## src/logic/led_display_consts.svh

```systemverilog
/*
  Constants of the eight-digit LED display write port: control-word field
  positions, reset value, scan timing and buffer sizing.
  Assumes a core clock of 20 MHz; included by bare name.
*/
`ifndef LED_DISPLAY_CONSTS_SVH
`define LED_DISPLAY_CONSTS_SVH

// Core clock and scan timing
`define CLK_HZ 20000000
`define SCAN_RATE_HZ 390
`define DIGIT_COUNT 8
`define SLOT_CYCLES (`CLK_HZ / (`SCAN_RATE_HZ * `DIGIT_COUNT))
`define BLANK_TIME_NS 10000
`define BLANK_MIN_NS 2000
`define BLANK_CYCLES ((`BLANK_TIME_NS * (`CLK_HZ / 1000000) + 999) / 1000)

// Control word field positions
`define CTRL_BURST_BIT 7
`define CTRL_FONT_BIT 6
`define CTRL_BYPASS_BIT 5
`define CTRL_POWER_BIT 4
`define CTRL_BANK_BIT 3
`define CTRL_ADDR_MSB 2
`define CTRL_ADDR_LSB 0
`define CTRL_RESET 8'h10

// Digit word layout
`define WORD_DP_BIT 7

// Write buffer
`define FIFO_DEPTH 16
`define FIFO_WIDTH 9
`define BURST_LEN 4'h8

`endif

```

## src/logic/led_display_pkg.sv

```systemverilog
/*
  Types of the LED display write port: control word layout and the
  display RAM update sequencer states.
  Assumes the constants header supplies field positions and values.
*/
package led_display_pkg;

  typedef logic [7:0] digit_word_t;

  // Bit order matches the control byte, so a byte casts straight in
  typedef struct packed {
    logic burst;
    logic font_hex;
    logic bypass;
    logic normal;
    logic bank_a;
    logic [2:0] addr;
  } ctrl_s;

  typedef enum logic [1:0] {
    UPD_IDLE = 2'b00,
    UPD_SINGLE = 2'b01,
    UPD_BURST = 2'b10
  } update_e;

endpackage

```

## src/logic/led_display_write_port.sv

```systemverilog
/*
  Write port, control decode, display RAM and scan of an eight-digit
  seven-segment multiplexed LED driver, plus its write buffer FIFO.
  Assumes asynchronous pins from a microprocessor, active-high LED drives
  and a single 20 MHz core clock.
*/
//
// Behaviour
// - Capture input bus at write strobe rising edge
// - Select high loads control, low loads RAM
// - Lines 0-7 form bits 0-7, top is DP
// - Control bit 6 picks hex or BCD font
// - Control bit 5 high bypasses font decode
// - Control bit 7 high announces sequential burst
// - Control bit 4 low shuts oscillator and display
// - Bits 2..0 give single-digit target address
// - Control bit 3 picks bank A or B; no-decode always uses bank A
// - Eight segment lines and eight digit drives
// - Each digit refreshed near 390 Hz
// - Blank digits between slots, no overlap
`timescale 1ns/1ns
`include "led_display_consts.svh"

////////////////////////////////////////////////////////////////////////////////
module write_fifo #(
  parameter int WIDTH = `FIFO_WIDTH,
  parameter int DEPTH = `FIFO_DEPTH
) (
  input wire logic clk, // Core clock
  input wire logic resetn, // Async reset, active low
  input wire logic in_valid, // Push request
  output logic in_ready, // Room for a push
  input wire logic [WIDTH-1:0] in_data, // Pushed word
  output logic out_valid, // Word available
  input wire logic out_ready, // Drain takes the word
  output logic [WIDTH-1:0] out_data // Oldest word
);
  localparam int AW = $clog2(DEPTH);

  typedef struct packed {
    logic [DEPTH-1:0][WIDTH-1:0] mem;
    logic [AW-1:0] wptr;
    logic [AW-1:0] rptr;
    logic [AW:0] count;
  } fifo_s;

  fifo_s st_q;
  fifo_s st_d;
  logic push;
  logic pop;

  // Flags come straight from the occupancy count
  assign in_ready = (st_q.count != (AW+1)'(DEPTH));
  assign out_valid = (st_q.count != '0);
  assign out_data = st_q.mem[st_q.rptr];
  assign push = in_valid & in_ready;
  assign pop = out_valid & out_ready;

  // Pointer wrap relies on DEPTH being a power of two
  always_comb begin
    st_d = st_q;
    if (push) begin
      st_d.mem[st_q.wptr] = in_data;
      st_d.wptr = st_q.wptr + 1'b1;
    end
    if (pop) begin
      st_d.rptr = st_q.rptr + 1'b1;
    end
    st_d.count = st_q.count + (AW+1)'(push) - (AW+1)'(pop);
  end

  // State register
  always_ff @(posedge clk or negedge resetn) begin
    if (!resetn) begin
      st_q <= '0;
    end else begin
      st_q <= st_d;
    end
  end
endmodule

////////////////////////////////////////////////////////////////////////////////
module led_display_write_port #(
  parameter int SLOT_CYCLES = `SLOT_CYCLES,
  parameter int BLANK_CYCLES = `BLANK_CYCLES,
  parameter int FIFO_DEPTH = `FIFO_DEPTH
) (
  input wire logic core_clk, // 20 MHz core clock
  input wire logic resetn, // Async reset, active low
  input wire logic write_strobe, // Write pin, stores on rise
  input wire logic mode_select, // High control word, low RAM
  input wire logic [7:0] input_bus, // Input lines 0 to 7
  output logic [6:0] led_bar_lines, // Segments a..g, active high
  output logic decimal_point_drive, // Decimal point, active high
  output logic [7:0] digit_drive, // Digit commons, active high
  output logic write_ready // Buffer has room for a write
);
  localparam int PRE_W = $clog2(SLOT_CYCLES);
  localparam logic [PRE_W-1:0] PRE_LAST = PRE_W'(SLOT_CYCLES - 1);
  localparam logic [PRE_W-1:0] BLANK_END = PRE_W'(BLANK_CYCLES);
  localparam logic BANK_A = 1'b1;

  // Glyphs as {g,f,e,d,c,b,a}, entry 15 first
  localparam logic [15:0][6:0] HEX_FONT = {
    7'h71, 7'h79, 7'h5E, 7'h39, 7'h7C, 7'h77, 7'h6F, 7'h7F,
    7'h07, 7'h7D, 7'h6D, 7'h66, 7'h4F, 7'h5B, 7'h06, 7'h3F};
  localparam logic [15:0][6:0] BCD_FONT = {
    7'h00, 7'h73, 7'h38, 7'h76, 7'h79, 7'h40, 7'h6F, 7'h7F,
    7'h07, 7'h7D, 7'h6D, 7'h66, 7'h4F, 7'h5B, 7'h06, 7'h3F};

  typedef struct packed {
    logic [2:0] wr_s;
    logic [1:0] mode_s;
    logic [1:0][7:0] bus_s;
    led_display_pkg::ctrl_s ctrl;
    led_display_pkg::update_e upd;
    logic [3:0] burst_left;
    logic [1:0][7:0][7:0] ram;
    logic [PRE_W-1:0] pre;
    logic [2:0] scan;
    logic [6:0] seg;
    logic dp;
    logic [7:0] dig;
    logic ready;
  } state_s;

  state_s st_q;
  state_s st_d;
  logic wr_evt;
  logic fifo_in_ready;
  logic fifo_out_valid;
  logic [8:0] fifo_out_data;
  logic drain_ok;
  logic pop;
  logic pop_ctrl;
  logic [7:0] pop_byte;
  logic wr_bank;
  logic blank;

  // Font lookup: bypass passes RAM bits, else a nibble picks a glyph
  function automatic logic [6:0] glyph(input logic [7:0] word, input logic hex,
                                       input logic bypass);
    logic [6:0] g;
    g = hex ? HEX_FONT[word[3:0]] : BCD_FONT[word[3:0]];
    glyph = bypass ? word[6:0] : g;
  endfunction

  // Rising edge of the synchronised strobe; stage 0 feeds stage 1 only
  assign wr_evt = st_q.wr_s[1] & ~st_q.wr_s[2];
  assign blank = (st_q.pre < BLANK_END);
  // Writes apply only while digits are dark, so no digit shows a torn word
  assign drain_ok = blank | ~st_q.ctrl.normal;
  assign pop = fifo_out_valid & drain_ok;
  assign pop_ctrl = fifo_out_data[8];
  assign pop_byte = fifo_out_data[7:0];
  // No-decode always uses bank A; decode modes honour the bank bit
  assign wr_bank = st_q.ctrl.bypass ? BANK_A : st_q.ctrl.bank_a;

  // Buffer between the pin capture and the RAM/control update
  write_fifo #(
    .WIDTH(`FIFO_WIDTH),
    .DEPTH(FIFO_DEPTH)
  ) u_fifo (
    .clk(core_clk),
    .resetn(resetn),
    .in_valid(wr_evt),
    .in_ready(fifo_in_ready),
    .in_data({st_q.mode_s[1], st_q.bus_s[1]}),
    .out_valid(fifo_out_valid),
    .out_ready(drain_ok),
    .out_data(fifo_out_data)
  );

  // Next-state logic: sync, update sequencer, scan and output drives
  always_comb begin
    st_d = st_q;
    st_d.wr_s = {st_q.wr_s[1:0], write_strobe};
    st_d.mode_s = {st_q.mode_s[0], mode_select};
    st_d.bus_s = {st_q.bus_s[0], input_bus};
    st_d.ready = fifo_in_ready;
    if (pop && pop_ctrl) begin
      st_d.ctrl = led_display_pkg::ctrl_s'(pop_byte);
      if (pop_byte[`CTRL_BURST_BIT]) begin
        st_d.upd = led_display_pkg::UPD_BURST;
        st_d.burst_left = `BURST_LEN;
      end else begin
        st_d.upd = led_display_pkg::UPD_SINGLE;
      end
    end else if (pop) begin
      unique case (st_q.upd)
        led_display_pkg::UPD_IDLE: begin
          st_d.upd = led_display_pkg::UPD_IDLE;
        end
        led_display_pkg::UPD_SINGLE: begin
          st_d.ram[wr_bank][st_q.ctrl.addr] = pop_byte;
          st_d.upd = led_display_pkg::UPD_IDLE;
        end
        led_display_pkg::UPD_BURST: begin
          st_d.ram[wr_bank][3'(`BURST_LEN - st_q.burst_left)] = pop_byte;
          st_d.burst_left = st_q.burst_left - 4'h1;
          if (st_q.burst_left == 4'h1) begin
            st_d.upd = led_display_pkg::UPD_IDLE;
          end
        end
        default: begin
          st_d.upd = led_display_pkg::UPD_IDLE;
        end
      endcase
    end
    // Scan oscillator stops in shutdown and restarts at the start of the held digit's slot, blanking first
    if (st_q.ctrl.normal) begin
      if (st_q.pre == PRE_LAST) begin
        st_d.pre = '0;
        st_d.scan = st_q.scan + 3'h1;
      end else begin
        st_d.pre = st_q.pre + 1'b1;
      end
    end else begin
      st_d.pre = '0;
    end
    st_d.seg = glyph(st_q.ram[st_q.ctrl.bypass ? BANK_A : st_q.ctrl.bank_a][st_q.scan],
                     st_q.ctrl.font_hex, st_q.ctrl.bypass);
    st_d.dp = st_q.ram[st_q.ctrl.bypass ? BANK_A : st_q.ctrl.bank_a][st_q.scan][`WORD_DP_BIT];
    if (st_q.ctrl.normal && !blank) begin
      st_d.dig = 8'(8'h01 << st_q.scan);
    end else begin
      st_d.dig = 8'h00;
    end
    if (!st_q.ctrl.normal) begin
      st_d.seg = 7'h00;
      st_d.dp = 1'b0;
    end
  end

  // State register; control word resets to normal, decode, BCD font
  always_ff @(posedge core_clk or negedge resetn) begin
    if (!resetn) begin
      st_q <= '0;
      st_q.ctrl <= led_display_pkg::ctrl_s'(`CTRL_RESET);
    end else begin
      st_q <= st_d;
    end
  end

  // Outputs come straight from the state register
  assign led_bar_lines = st_q.seg;
  assign decimal_point_drive = st_q.dp;
  assign digit_drive = st_q.dig;
  assign write_ready = st_q.ready;

  logic [7:0] dark_run;
  always_ff @(posedge core_clk or negedge resetn) begin
    if (!resetn) begin
      dark_run <= 8'h00;
    end else if (st_q.dig == 8'h00) begin
      dark_run <= (dark_run == 8'hFF) ? dark_run : dark_run + 8'h01;
    end else begin
      dark_run <= 8'h00;
    end
  end
endmodule

```

## config.mk

```make
export PLATFORM = sky130hd
export DESIGN_NAME = led_display_write_port
export DESIGN_NICKNAME = d
export VERILOG_FILES = /design/src/logic/led_display_pkg.sv /design/src/logic/led_display_write_port.sv
export VERILOG_INCLUDE_DIRS = /design/src /design/src/logic
export SDC_FILE = /design/constraint.sdc
export NUM_CORES = 1
export LEC_CHECK = 0
export ABC_AREA = 1
export BUFFER_PORTS_ARGS = -buffer_cell sky130_fd_sc_hd__buf_2
export CAP_MARGIN = 15
export CORE_MARGIN = 8
export CORE_UTILIZATION = 50
export DETAILED_ROUTE_END_ITERATION = 7
export PLACE_DENSITY = 0.71
export REMOVE_ABC_BUFFERS = 1
export SETUP_SLACK_MARGIN = 0.5
export SKIP_CTS_REPAIR_TIMING = 1
export SLEW_MARGIN = 20
export SYNTH_ARGS = -nofsm -noshare
export SYNTH_HDL_FRONTEND = slang
export SYNTH_SLANG_ARGS = --single-unit
export TNS_END_PERCENT = 20
```

## constraint.sdc

```tcl
create_clock -name core_clk -period 3.1 [get_ports core_clk]
set_input_delay 0.155 -clock core_clk [delete_from_list [all_inputs] [get_ports core_clk]]
set_output_delay 0.155 -clock core_clk [all_outputs]
set_load 0.05 [all_outputs]
```

# Yosys cells after proc, flatten, opt, wreduce, memory -nomap -nowiden
# Memories as Yosys holds them, arrays and structs flattened.
# Index checks and enable logic that the tools add are counted.
dict set report word_totals {
  register_bits 352
  romBits 224
  out_inout_bits 17
  mem_count 2
}
# memory depth width rd rd_ports_with_merged_regs wr line_no
set mem_list {}
lappend mem_list {{(no name shown)} 16 7 1 0 0 led_display_write_port.sv:144} ;# g = hex ? HEX_FONT[word[3:0]] : BCD_FONT[word[3:0]];
lappend mem_list {{(no name shown)} 16 7 1 0 0 led_display_write_port.sv:144}
dict set report classes {
  n_addsub 8
  magnitude_cmp 12
  n_eq_ne 7
  shift 1
  mux 36
  n_bitwise 7
  reduce_logical 15
}
# op n
set ops {}
lappend ops {{128-bit bitwise mux} 2}
lappend ops {{64-bit 2-to-1 mux} 4}
lappend ops {{128-bit one-hot mux with 2 select lines} 1}
lappend ops {{144-bit bitwise mux} 1}
lappend ops {{134-bit 2-to-1 mux} 1}
lappend ops {{64-bit demux with 1-bit select} 2}
lappend ops {{8-bit demux with 3-bit select} 2}
lappend ops {{8-bit 2-to-1 mux} 5}
lappend ops {{9-bit binary-select mux with 4-bit select} 1}
lappend ops {{9-bit demux with 4-bit select} 1}
lappend ops {{7-bit 2-to-1 mux} 4}
lappend ops {{13-bit 2-to-1 mux} 2}
lappend ops {{8-bit binary-select mux with 3-bit select} 1}
lappend ops {{9-bit 2-to-1 mux} 2}
lappend ops {{4-bit by 5-bit less-than comparator with 1-bit output (second input constant)} 3}
lappend ops {{13-bit by 1-bit adder with 13-bit output (second input constant)} 1}
lappend ops {{13-bit == test (second input constant)} 1}
lappend ops {{13-bit by 8-bit less-than comparator with 1-bit output (second input constant)} 1}
lappend ops {{3-bit by 4-bit less-than comparator with 1-bit output (second input constant)} 3}
lappend ops {{4-bit by 1-bit adder with 4-bit output (second input constant)} 2}
lappend ops {{4-bit 2-to-1 mux} 2}
lappend ops {{1-bit by 3-bit left shift with 8-bit output (first input constant)} 1}
lappend ops {{3-bit by 1-bit greater-or-equal comparator with 1-bit output (second input constant)} 2}
lappend ops {{1-bit logical AND} 6}
lappend ops {{25 further kinds} 35}

# Logic depth before layout (Yosys ltp)
# Gate-level depths: netlist of run 1.
dict set report depth {
  ltp_word 11
  mapped_depth 16
}

# By module
# From an unflattened synthesis of run 1, not the netlist that was laid out.
dict set report unflattened {
  cells_unflattened 2093
  area_unflattened_um2 17708.2
}
# module instances cells_per_inst area_each_um2 seq_area_each_um2
set modules_own_cells {}
lappend modules_own_cells {led_display_write_port 1 1092 9480.3 4880.9}
lappend modules_own_cells {write_fifo 1 1001 8227.9 3928.8}

# Worst setup path before layout of run 1
# Ideal clock, no wire load.
dict set report synth_path {
  path_type {register to register}
  start {register st_q[171] in the netlist's numbering}
  end {register u_fifo.st_q[4] in the netlist's numbering}
  setup_time_ps 79
  arrival_time_ps 2578
  slack_ps 443
  stages_incl_launch_ff 14
  synth_period_minus_slack_ps 2657
  cell_sequence {dfstp_2 clkbuf_1 nand2_4 nand2_4 inv_1 buf_2 ha_1 inv_1 ha_1 fa_1 a21oi_1 nor2_1 nor2_1 xor2_1}
}
# element line_no
set synth_rtl {}
lappend synth_rtl {{from (decl)} led_display_write_port.sv:127} ;# state_s st_q;
lappend synth_rtl {{from (signal assigned)} led_display_write_port.sv:241} ;# st_q <= st_d;
lappend synth_rtl {{to (signal assigned)} led_display_write_port.sv:77} ;# st_q <= st_d;
lappend synth_rtl {{to (decl)} led_display_write_port.sv:47} ;# fifo_s st_q;

# Final worst setup path of run 1
dict set report layout_path {
  start {register st_q[25] in the netlist's numbering}
  end {register st_q[43] in the netlist's numbering}
}
dict set report layout_via {
  elab_chain_cells 6
}
# element line_no
set layout_rtl {}
lappend layout_rtl {{13-bit by 8-bit less-than comparator with 1-bit output (*)} led_display_write_port.sv:150} ;# assign blank = (st_q.pre < BLANK_END);
lappend layout_rtl {{1-bit OR (*)} led_display_write_port.sv:152} ;# assign drain_ok = blank | ~st_q.ctrl.normal;
lappend layout_rtl {{1-bit AND (*)} led_display_write_port.sv:153} ;# assign pop = fifo_out_valid & drain_ok;
lappend layout_rtl {{1-bit logical AND} led_display_write_port.sv:181} ;# if (pop && pop_ctrl) begin
lappend layout_rtl {{1-bit inverter (no source line)} --}
lappend layout_rtl {{3-bit AND reduction (no source line) (*)} --}
# Mark *: on every way between the ends. The rest lies on a longest branch, timed or not.
# A chain may end at the register's enable or synchronous reset.

==> results of run 1 <==
[stage by stage]
step,util,std cells,cell area (um^2)
after floorplan,-,1779,16300
after global placement,0.518,2299,17400
after detailed placement,0.518,2299,17400
after CTS,0.556,2367,18700
after global routing,0.572,2407,19200
final,0.572,2407,19200
[flip-flops by register name, indices dropped and copies added (netlist names)]
| register | cells |
|---|---|
| decimal_point_drive | 1 |
| led_bar_lines | 7 |
| digit_drive | 8 |
| u_fifo.st_q | 157 |
| st_q | 167 |
| st_d | 11 |
| write_ready | 1 |
[power by group through the flow]
stage	clock (W)	sequential [W]	combinational [W]
4_1_cts	0.00470	0.00730	0.00860
2_1_floorplan	0	0.00730	0.00595
3_5_place_dp	0	0.00736	0.00855
5_1_grt	0.00489	0.00753	0.0105
6_report	0.00463	0.00733	0.00948
3_3_place_gp	0	0.00731	0.00836
[cell usage in the layout, fill, tap and decap left out, types with 29 or more instances in the layout]
cell type,synthesis,final
o21ai_2,62,62
inv_1,127,119
dfrtp_1,351,348
a21oi_2,34,36
clkbuf_16,0,41
nand3_1,112,112
buf_4,25,56
nand2_1,442,435
o21ai_1,32,32
nor2_1,127,127
a21oi_1,45,43
ha_1,29,29
o21ai_0,242,242
[cells by family (layout without fill, tap and decap cells)]
kind of cell | count (synthesis) | in the layout | share of synthesized area
simple gates | 756 | 756 | 0.201
compound gates | 474 | 474 | 0.170
flops | 352 | 352 | 0.515
buf+inv | 274 | 324 | 0.0802
fa+ha+maj | 30 | 30 | 0.0224
xor+xnor | 17 | 17 | 0.00870
mux | 6 | 6 | 0.00351
[layout make-up]
| type | instances | area (um^2) | area share |
|---|---|---|---|
| Sequential cell | 352 | 8820 | 0.459 |
| Timing Repair Buffer | 112 | 981 | 0.0510 |
| Inverter | 144 | 576 | 0.0299 |
| Tap cell | 448 | 561 | 0.0292 |
| Clock buffer | 55 | 1120 | 0.0582 |
| Multi-Input combinational cell | 1283 | 7010 | 0.365 |
| Clock inverter | 13 | 160 | 0.00833 |
[routing by layer]
metal	GRT usage	up-vias	wire [um]
li1	-	6380	-
met1	0.258	6489	17500
met2	0.352	452	20800
met3	0.0308	105	2460
met4	0.0841	0	1300
met5	0	-	0
[worst max-delay path by stage]
stage	start	end	slack, ns
floorplan	u_fifo.st_q[5]$_DFFE_PN0N_	st_q[41]$_DFFE_PN0P_	-0.69
global placement	st_q[172]$_DFFE_PN0P_	led_bar_lines[3]$_DFF_PN0_	0.24
detailed placement	st_q[172]$_DFFE_PN0P_	led_bar_lines[3]$_DFF_PN0_	0.25
CTS	st_q[172]$_DFFE_PN0P_	led_bar_lines[3]$_DFF_PN0_	0.22
global route	st_q[161]$_DFFE_PN0P_	st_q[43]$_DFFE_PN0P_	0.39
finish	st_q[25]$_DFF_PN0_	st_q[43]$_DFFE_PN0P_	0.56
==> flow_metrics.tcl, run 1 <==
set metrics [dict create \
    cp.depth 11 \
    first_pass_grt_wire_length_mm 69.1 \
    worstSetupEndpointType "flip-flop" \
    clockPowerShare 0.216 \
    vias_per_cell 5.58 \
    crit_family "simple AND/OR/NAND/NOR gates" \
    worst_path_max_delay_cell "dfrtp_1" \
    yosysUniqueCellTypes 48 \
    p_r_area_growth_vs_syn_pct 12.2 \
    share_of_synthesized_registers_carrying_an_async_set_or_reset 1.00 \
    core.rowCount 67 \
    ir_worst_vdd_mv 0.698 \
    power.share.combinational 0.442 \
    least_setup_slack_across_all_paths_after_layout_ns 0.563 \
    place_congestion 0.835 \
    synth.area.top_cells "dfrtp_1 51%, nand2_1 9.7%, o21ai_0 7.1%" \
    clock_path_buffers 3 \
    yosysMostFrequentCell "nand2_1" \
    n_fill_cell 2909 \
    worst_hold_path_type "in -> async" \
    pwr-share-seq 0.342 \
    final_nets 1974 \
    ant_nets 0 \
    first_iter_violations 1193 \
    max_slew_violation_count 0 \
    fp.coreArea_um2 33600 \
    worstSetupPathType "reg -> reg" \
    die_h_um 201 \
    dp_worst_setup_slack_ns 0.249 \
    fin_tns_setup_ns 0 \
    antennaDiodeCount 0 \
    synth_top_area_share 0.513 \
    cp_cell_sequence "inv_2, nand3_2, nand3_2, nand3_2, nand2_4, nand2_4, buf_4, nor2_8, nand4_4, nor2_1, a21oi_2" \
    htree_num_levels 2 \
    floorplan.die_area_um2 40400 \
    switching_power_w 0.00911 \
    cp-start-kind "flip-flop" \
    first_global_vias 13196 \
    floorplan_die_width_um 201 \
    first_pass_iters 6 \
    worst_r2r_startpoint "st_q[25]$_DFF_PN0_" \
    synth_flop_cell "dfrtp_1" \
    pwr_density_nw_per_um2 1120 \
    port_buffers 28 \
    antenna_found_initial 0 \
    worst-endpoint-arrival_ns 2.95 \
    grt_setup_unrepaired "yes" \
    cts_num_sinks 352 \
    remaining_overflow_grt 0 \
    post_synth_inst_count 1909 \
    relative_max_transition_margin 0.452 \
    io-pin-count 29 \
    wirelength_per_cell_um 17.5 \
    final_layout_size_suffix_gt1_frac 0.171 \
    worstSkewPairLatency_ns 0.54 \
    leading_post_synthesis_cells_by_instance_count "442 x nand2_1, 351 x dfrtp_1, 242 x o21ai_0" \
    min_period_ns 2.54 \
    route.vias.total 13426 \
    dp.final_hpwl_mm 27.1 \
    finalCritPeriodShare 0.818 \
    synth_edf_count 0 \
    postSynthAreaPerCell_um2 8.97 \
    ys_ff_latch 352 \
    ctsRootBufferMaster "clkbuf_16" \
    grtUsageTotal 0.206 \
    drcViolationCount 0 \
    max_freq_ghz 0.394 \
    grt_max_degree 93 \
    minimum_setup_slack_among_reg_to_reg_paths_ns 0.56 \
    crit_path_max_incr_delay_ns 0.43 \
    final_hold_viol_count 0 \
    timing.hold.ws_ns 0.159 \
    cell_internal_pwr_w 0.0123 \
    ys_seq_area_frac 0.515 \
    finalPower_w 0.0214 \
    power_leakage_nw 8.83 \
    switching_share 0.425 \
    floorplan.initialDensity 0.509 \
    setup_violations 0 \
    fin_worst_skew_ns 0.0204 \
    timing.max_cap.violations 0 \
    timing.critical_path.fanout_max 16 \
    tritoncts_clock_tree "done" \
    worst_max_slew_pin_slew_ns 0.820 \
    ff2ff_path_depth 11 \
    syn_area_um2 17100 \
    required_ns 3.52 \
    synth_largest_area_cell "dfrtp_1" \
    cpMostUsedCell "nand3_2" \
    synthesis.yosys.warnings 0 \
    total_wire_length_after_detailed_routing_mm 42.0 \
    crit_buf_inv 2 \
    capture_point_of_the_worst_reg_to_reg_path "st_q[43]$_DFFE_PN0P_" \
    tritoncts.num_buffers 39 \
    cts_clk_pin_slew_worst_paths_ns 0.06 \
    outcome "completed" \
]
Note: power is estimated with default switching activity, not from simulation.
==> run 2: changes to the inputs <==
Settings changed: ABC_AREA 1 to 0, PLACE_DENSITY 0.71 to 0.73.
Clock period 3.1 ns to 2.1 ns, I/O delays scaled along.
==> flow_metrics.tcl, run 2 <==
set metrics [dict create \
    floorplan.die_area_um2 38400 \
    post_synth_inst_count 1119 \
    grt_max_degree 73 \
    synthAdderAreaFrac 0.0237 \
    worstSetupEndpointType "flip-flop" \
    pwr_density_nw_per_um2 1430 \
    dp_worst_setup_slack_ns -0.734 \
    worstSkewPairLatency_ns 0.53 \
    first_global_vias 10264 \
    antenna_found_initial 0 \
    first_iter_violations 602 \
    yosysMostFrequentCell "dfrtp_1" \
    outcome "finished, violations left" \
    synth_largest_area_cell "dfrtp_1" \
    place.detailed.instances 1600 \
    first_pass_grt_wire_length_mm 56.0 \
    cp-start-kind "flip-flop" \
    worst_hold_path_type "in -> async" \
    largest_register_ffs 167 \
    yosys.area_share.simple 0.0558 \
    fin_worst_skew_ns 0.0165 \
    die_h_um 196 \
    ys_ff_latch 352 \
    least_setup_slack_across_all_paths_after_layout_ns -0.678 \
    io-pin-count 29 \
    leading_post_synthesis_cells_by_instance_count "351 x dfrtp_1, 283 x mux2_2, 73 x mux4_2" \
    postSynthAreaPerCell_um2 14.5 \
    tritoncts_clock_tree "done" \
    syn_area_um2 16200 \
    htree_num_levels 2 \
    complex_gate_fraction_of_the_synthesized_area 0.0269 \
    setup_violations 153 \
    finalCritPeriodShare 1.32 \
    fin_tns_setup_ns -83.92 \
    synth_edf_count 0 \
    final_layout_size_suffix_gt1_frac 0.519 \
    remaining_overflow_grt 0 \
    detailroute.wirelength.met3_mm 1.26 \
    grt_setup_unrepaired "yes" \
    drcViolationCount 0 \
    final_common_cell "dfrtp_1" \
    cts_num_sinks 352 \
    synth_xor_area_frac 0.0130 \
    share_of_synthesized_registers_carrying_an_async_set_or_reset 1.00 \
    minimum_setup_slack_among_reg_to_reg_paths_ns -0.68 \
    min_period_ns 2.78 \
    yosysUniqueCellTypes 56 \
    fp.coreArea_um2 32200 \
    muxShareOfSynthArea 0.307 \
    core.rowCount 66 \
    final_cell_count_without_fillers 1700 \
    routed.top_layer "met4" \
    worst-endpoint-arrival_ns 3.19 \
    required_ns 2.51 \
    synth.area.top_cells "dfrtp_1 54%, mux2_2 20%, mux4_2 10%" \
    first_pass_iters 5 \
    worst_max_slew_pin_slew_ns 1.05 \
    relative_max_transition_margin 0.300 \
    route.vias.total 9997 \
    worst_r2r_startpoint "st_q[172]$_DFFE_PN0P_" \
    max_freq_ghz 0.360 \
    final_hold_viol_count 0 \
    crit_path_max_incr_delay_ns 0.57 \
    most-common-layout-cells "350 x dfrtp_1, 151 x mux2_4, 132 x mux2_2" \
    grtUsageTotal 0.181 \
    ctsRootBufferMaster "clkbuf_16" \
    largest_family_of_logic_cells_by_synthesized_area "multiplexers" \
    ir_worst_vdd_mv 0.987 \
    floorplan.initialDensity 0.503 \
    final_design_instance_area_without_fill_um2 20700 \
    dp.final_hpwl_mm 23.0 \
    cp_cell_sequence "nor2_4, buf_12, buf_6, mux2i_2, a22o_1, or4_4, buf_8, ha_4, mux2_4, a21oi_2, o311a_1" \
    total_wire_length_after_detailed_routing_mm 37.9 \
    capture_point_of_the_worst_reg_to_reg_path "led_bar_lines[4]$_DFF_PN0_" \
    worst_path_max_delay_cell "or4_4" \
    failed_checks "setup timing" \
    timing.max_cap.violations 0 \
    timing.critical_path.fanout_max 7 \
    place_congestion 0.845 \
    tritoncts.num_buffers 38 \
    clock_path_buffers 3 \
    cts_clk_pin_slew_worst_paths_ns 0.07 \
    regMostFlops "st_q" \
    max_slew_violation_count 0 \
    place_area_um2 17800 \
    ff2ff_path_depth 11 \
    vias_per_cell 5.88 \
    port_buffers 28 \
    ys_seq_area_frac 0.544 \
    floorplan_die_width_um 196 \
    worstSetupPathType "reg -> reg" \
    finalPower_w 0.0296 \
    wl_met1_mm 16.7 \
    final_nets 1307 \
    synth_flop_cell "dfrtp_1" \
    synth_top_area_share 0.543 \
    wirelength_per_cell_um 22.3 \
    antennaDiodeCount 0 \
    synthesis.yosys.warnings 0 \
    power_leakage_nw 10.1 \
    routed-wl-met2_mm 19.1 \
    ant_nets 0 \
    p_r_area_growth_vs_syn_pct 27.9 \
]
-- run 2: per-stage QoR --
stage	hold WS, ns	util
after CTS	-0.397	0.594
after detailed placement	0.158	0.553
final	0.187	0.643
after floorplan	-0.191	-
after global placement	0.152	0.553
after global routing	0.213	0.643
-- run 2: cell families after synthesis --
group | after synthesis
xor gates and xnor gates | 24
and+or+nand+nor | 175
DFF | 352
adders and majority gates | 30
muxes | 370
buffers and inverters | 104
AOI/OAI and AO/OA | 64
-- run 2: cell type report --
cell class | instances | area (um^2)
inverters | 25 | 106
well taps | 408 | 510
flip-flops and latches | 352 | 8810
multi-input cells | 666 | 8030
clock buffers | 54 | 1110
clock inverters | 13 | 219
fillers | 2261 | 11500
repair buffers | 182 | 1910
-- run 2: worst max-delay path: cells and delay by family, from the launching register on --
kind	cells	cell delay, ns
multiplexers	2	0.23
adder cells (fa/ha/maj)	1	0.27
AND/OR/NAND/NOR	2	0.74
flip-flops	1	0.44
buffers and inverters	3	0.41
AO/OA/AOI/OAI	3	0.58
-- run 2: how the worst max path moves through the flow --
stage / slack [ns] / depth (start not counted) / from / to
2_1_floorplan: -3.77 / 7 / st_q[172]$_DFFE_PN0P_ / led_bar_lines[4]$_DFF_PN0_
3_3_place_gp: -0.66 / 10 / st_q[170]$_DFFE_PN0P_ / led_bar_lines[0]$_DFF_PN0_
3_5_place_dp: -0.73 / 12 / st_q[25]$_DFF_PN0_ / u_fifo.st_q[4]$_DFF_PN0_
4_1_cts: -0.80 / 12 / st_q[25]$_DFF_PN0_ / u_fifo.st_q[4]$_DFF_PN0_
5_1_grt: -0.74 / 11 / st_q[172]$_DFFE_PN0P_ / led_bar_lines[4]$_DFF_PN0_
6_report: -0.68 / 11 / st_q[172]$_DFFE_PN0P_ / led_bar_lines[4]$_DFF_PN0_
-- run 2: power breakdown --
part           total (W)  internal [W]  switching [W]
Clock            0.00705       0.00432        0.00273
Sequential        0.0102       0.00887        0.00135
Combinational     0.0123       0.00665        0.00565
Total             0.0296        0.0198        0.00973
-- run 2: routing by layer --
layer  vias to the layer above  track usage
li1                       4402            -
met1                      5313        0.240
met2                       209        0.309
met3                        73       0.0247
met4                         0       0.0514
met5                         -            0
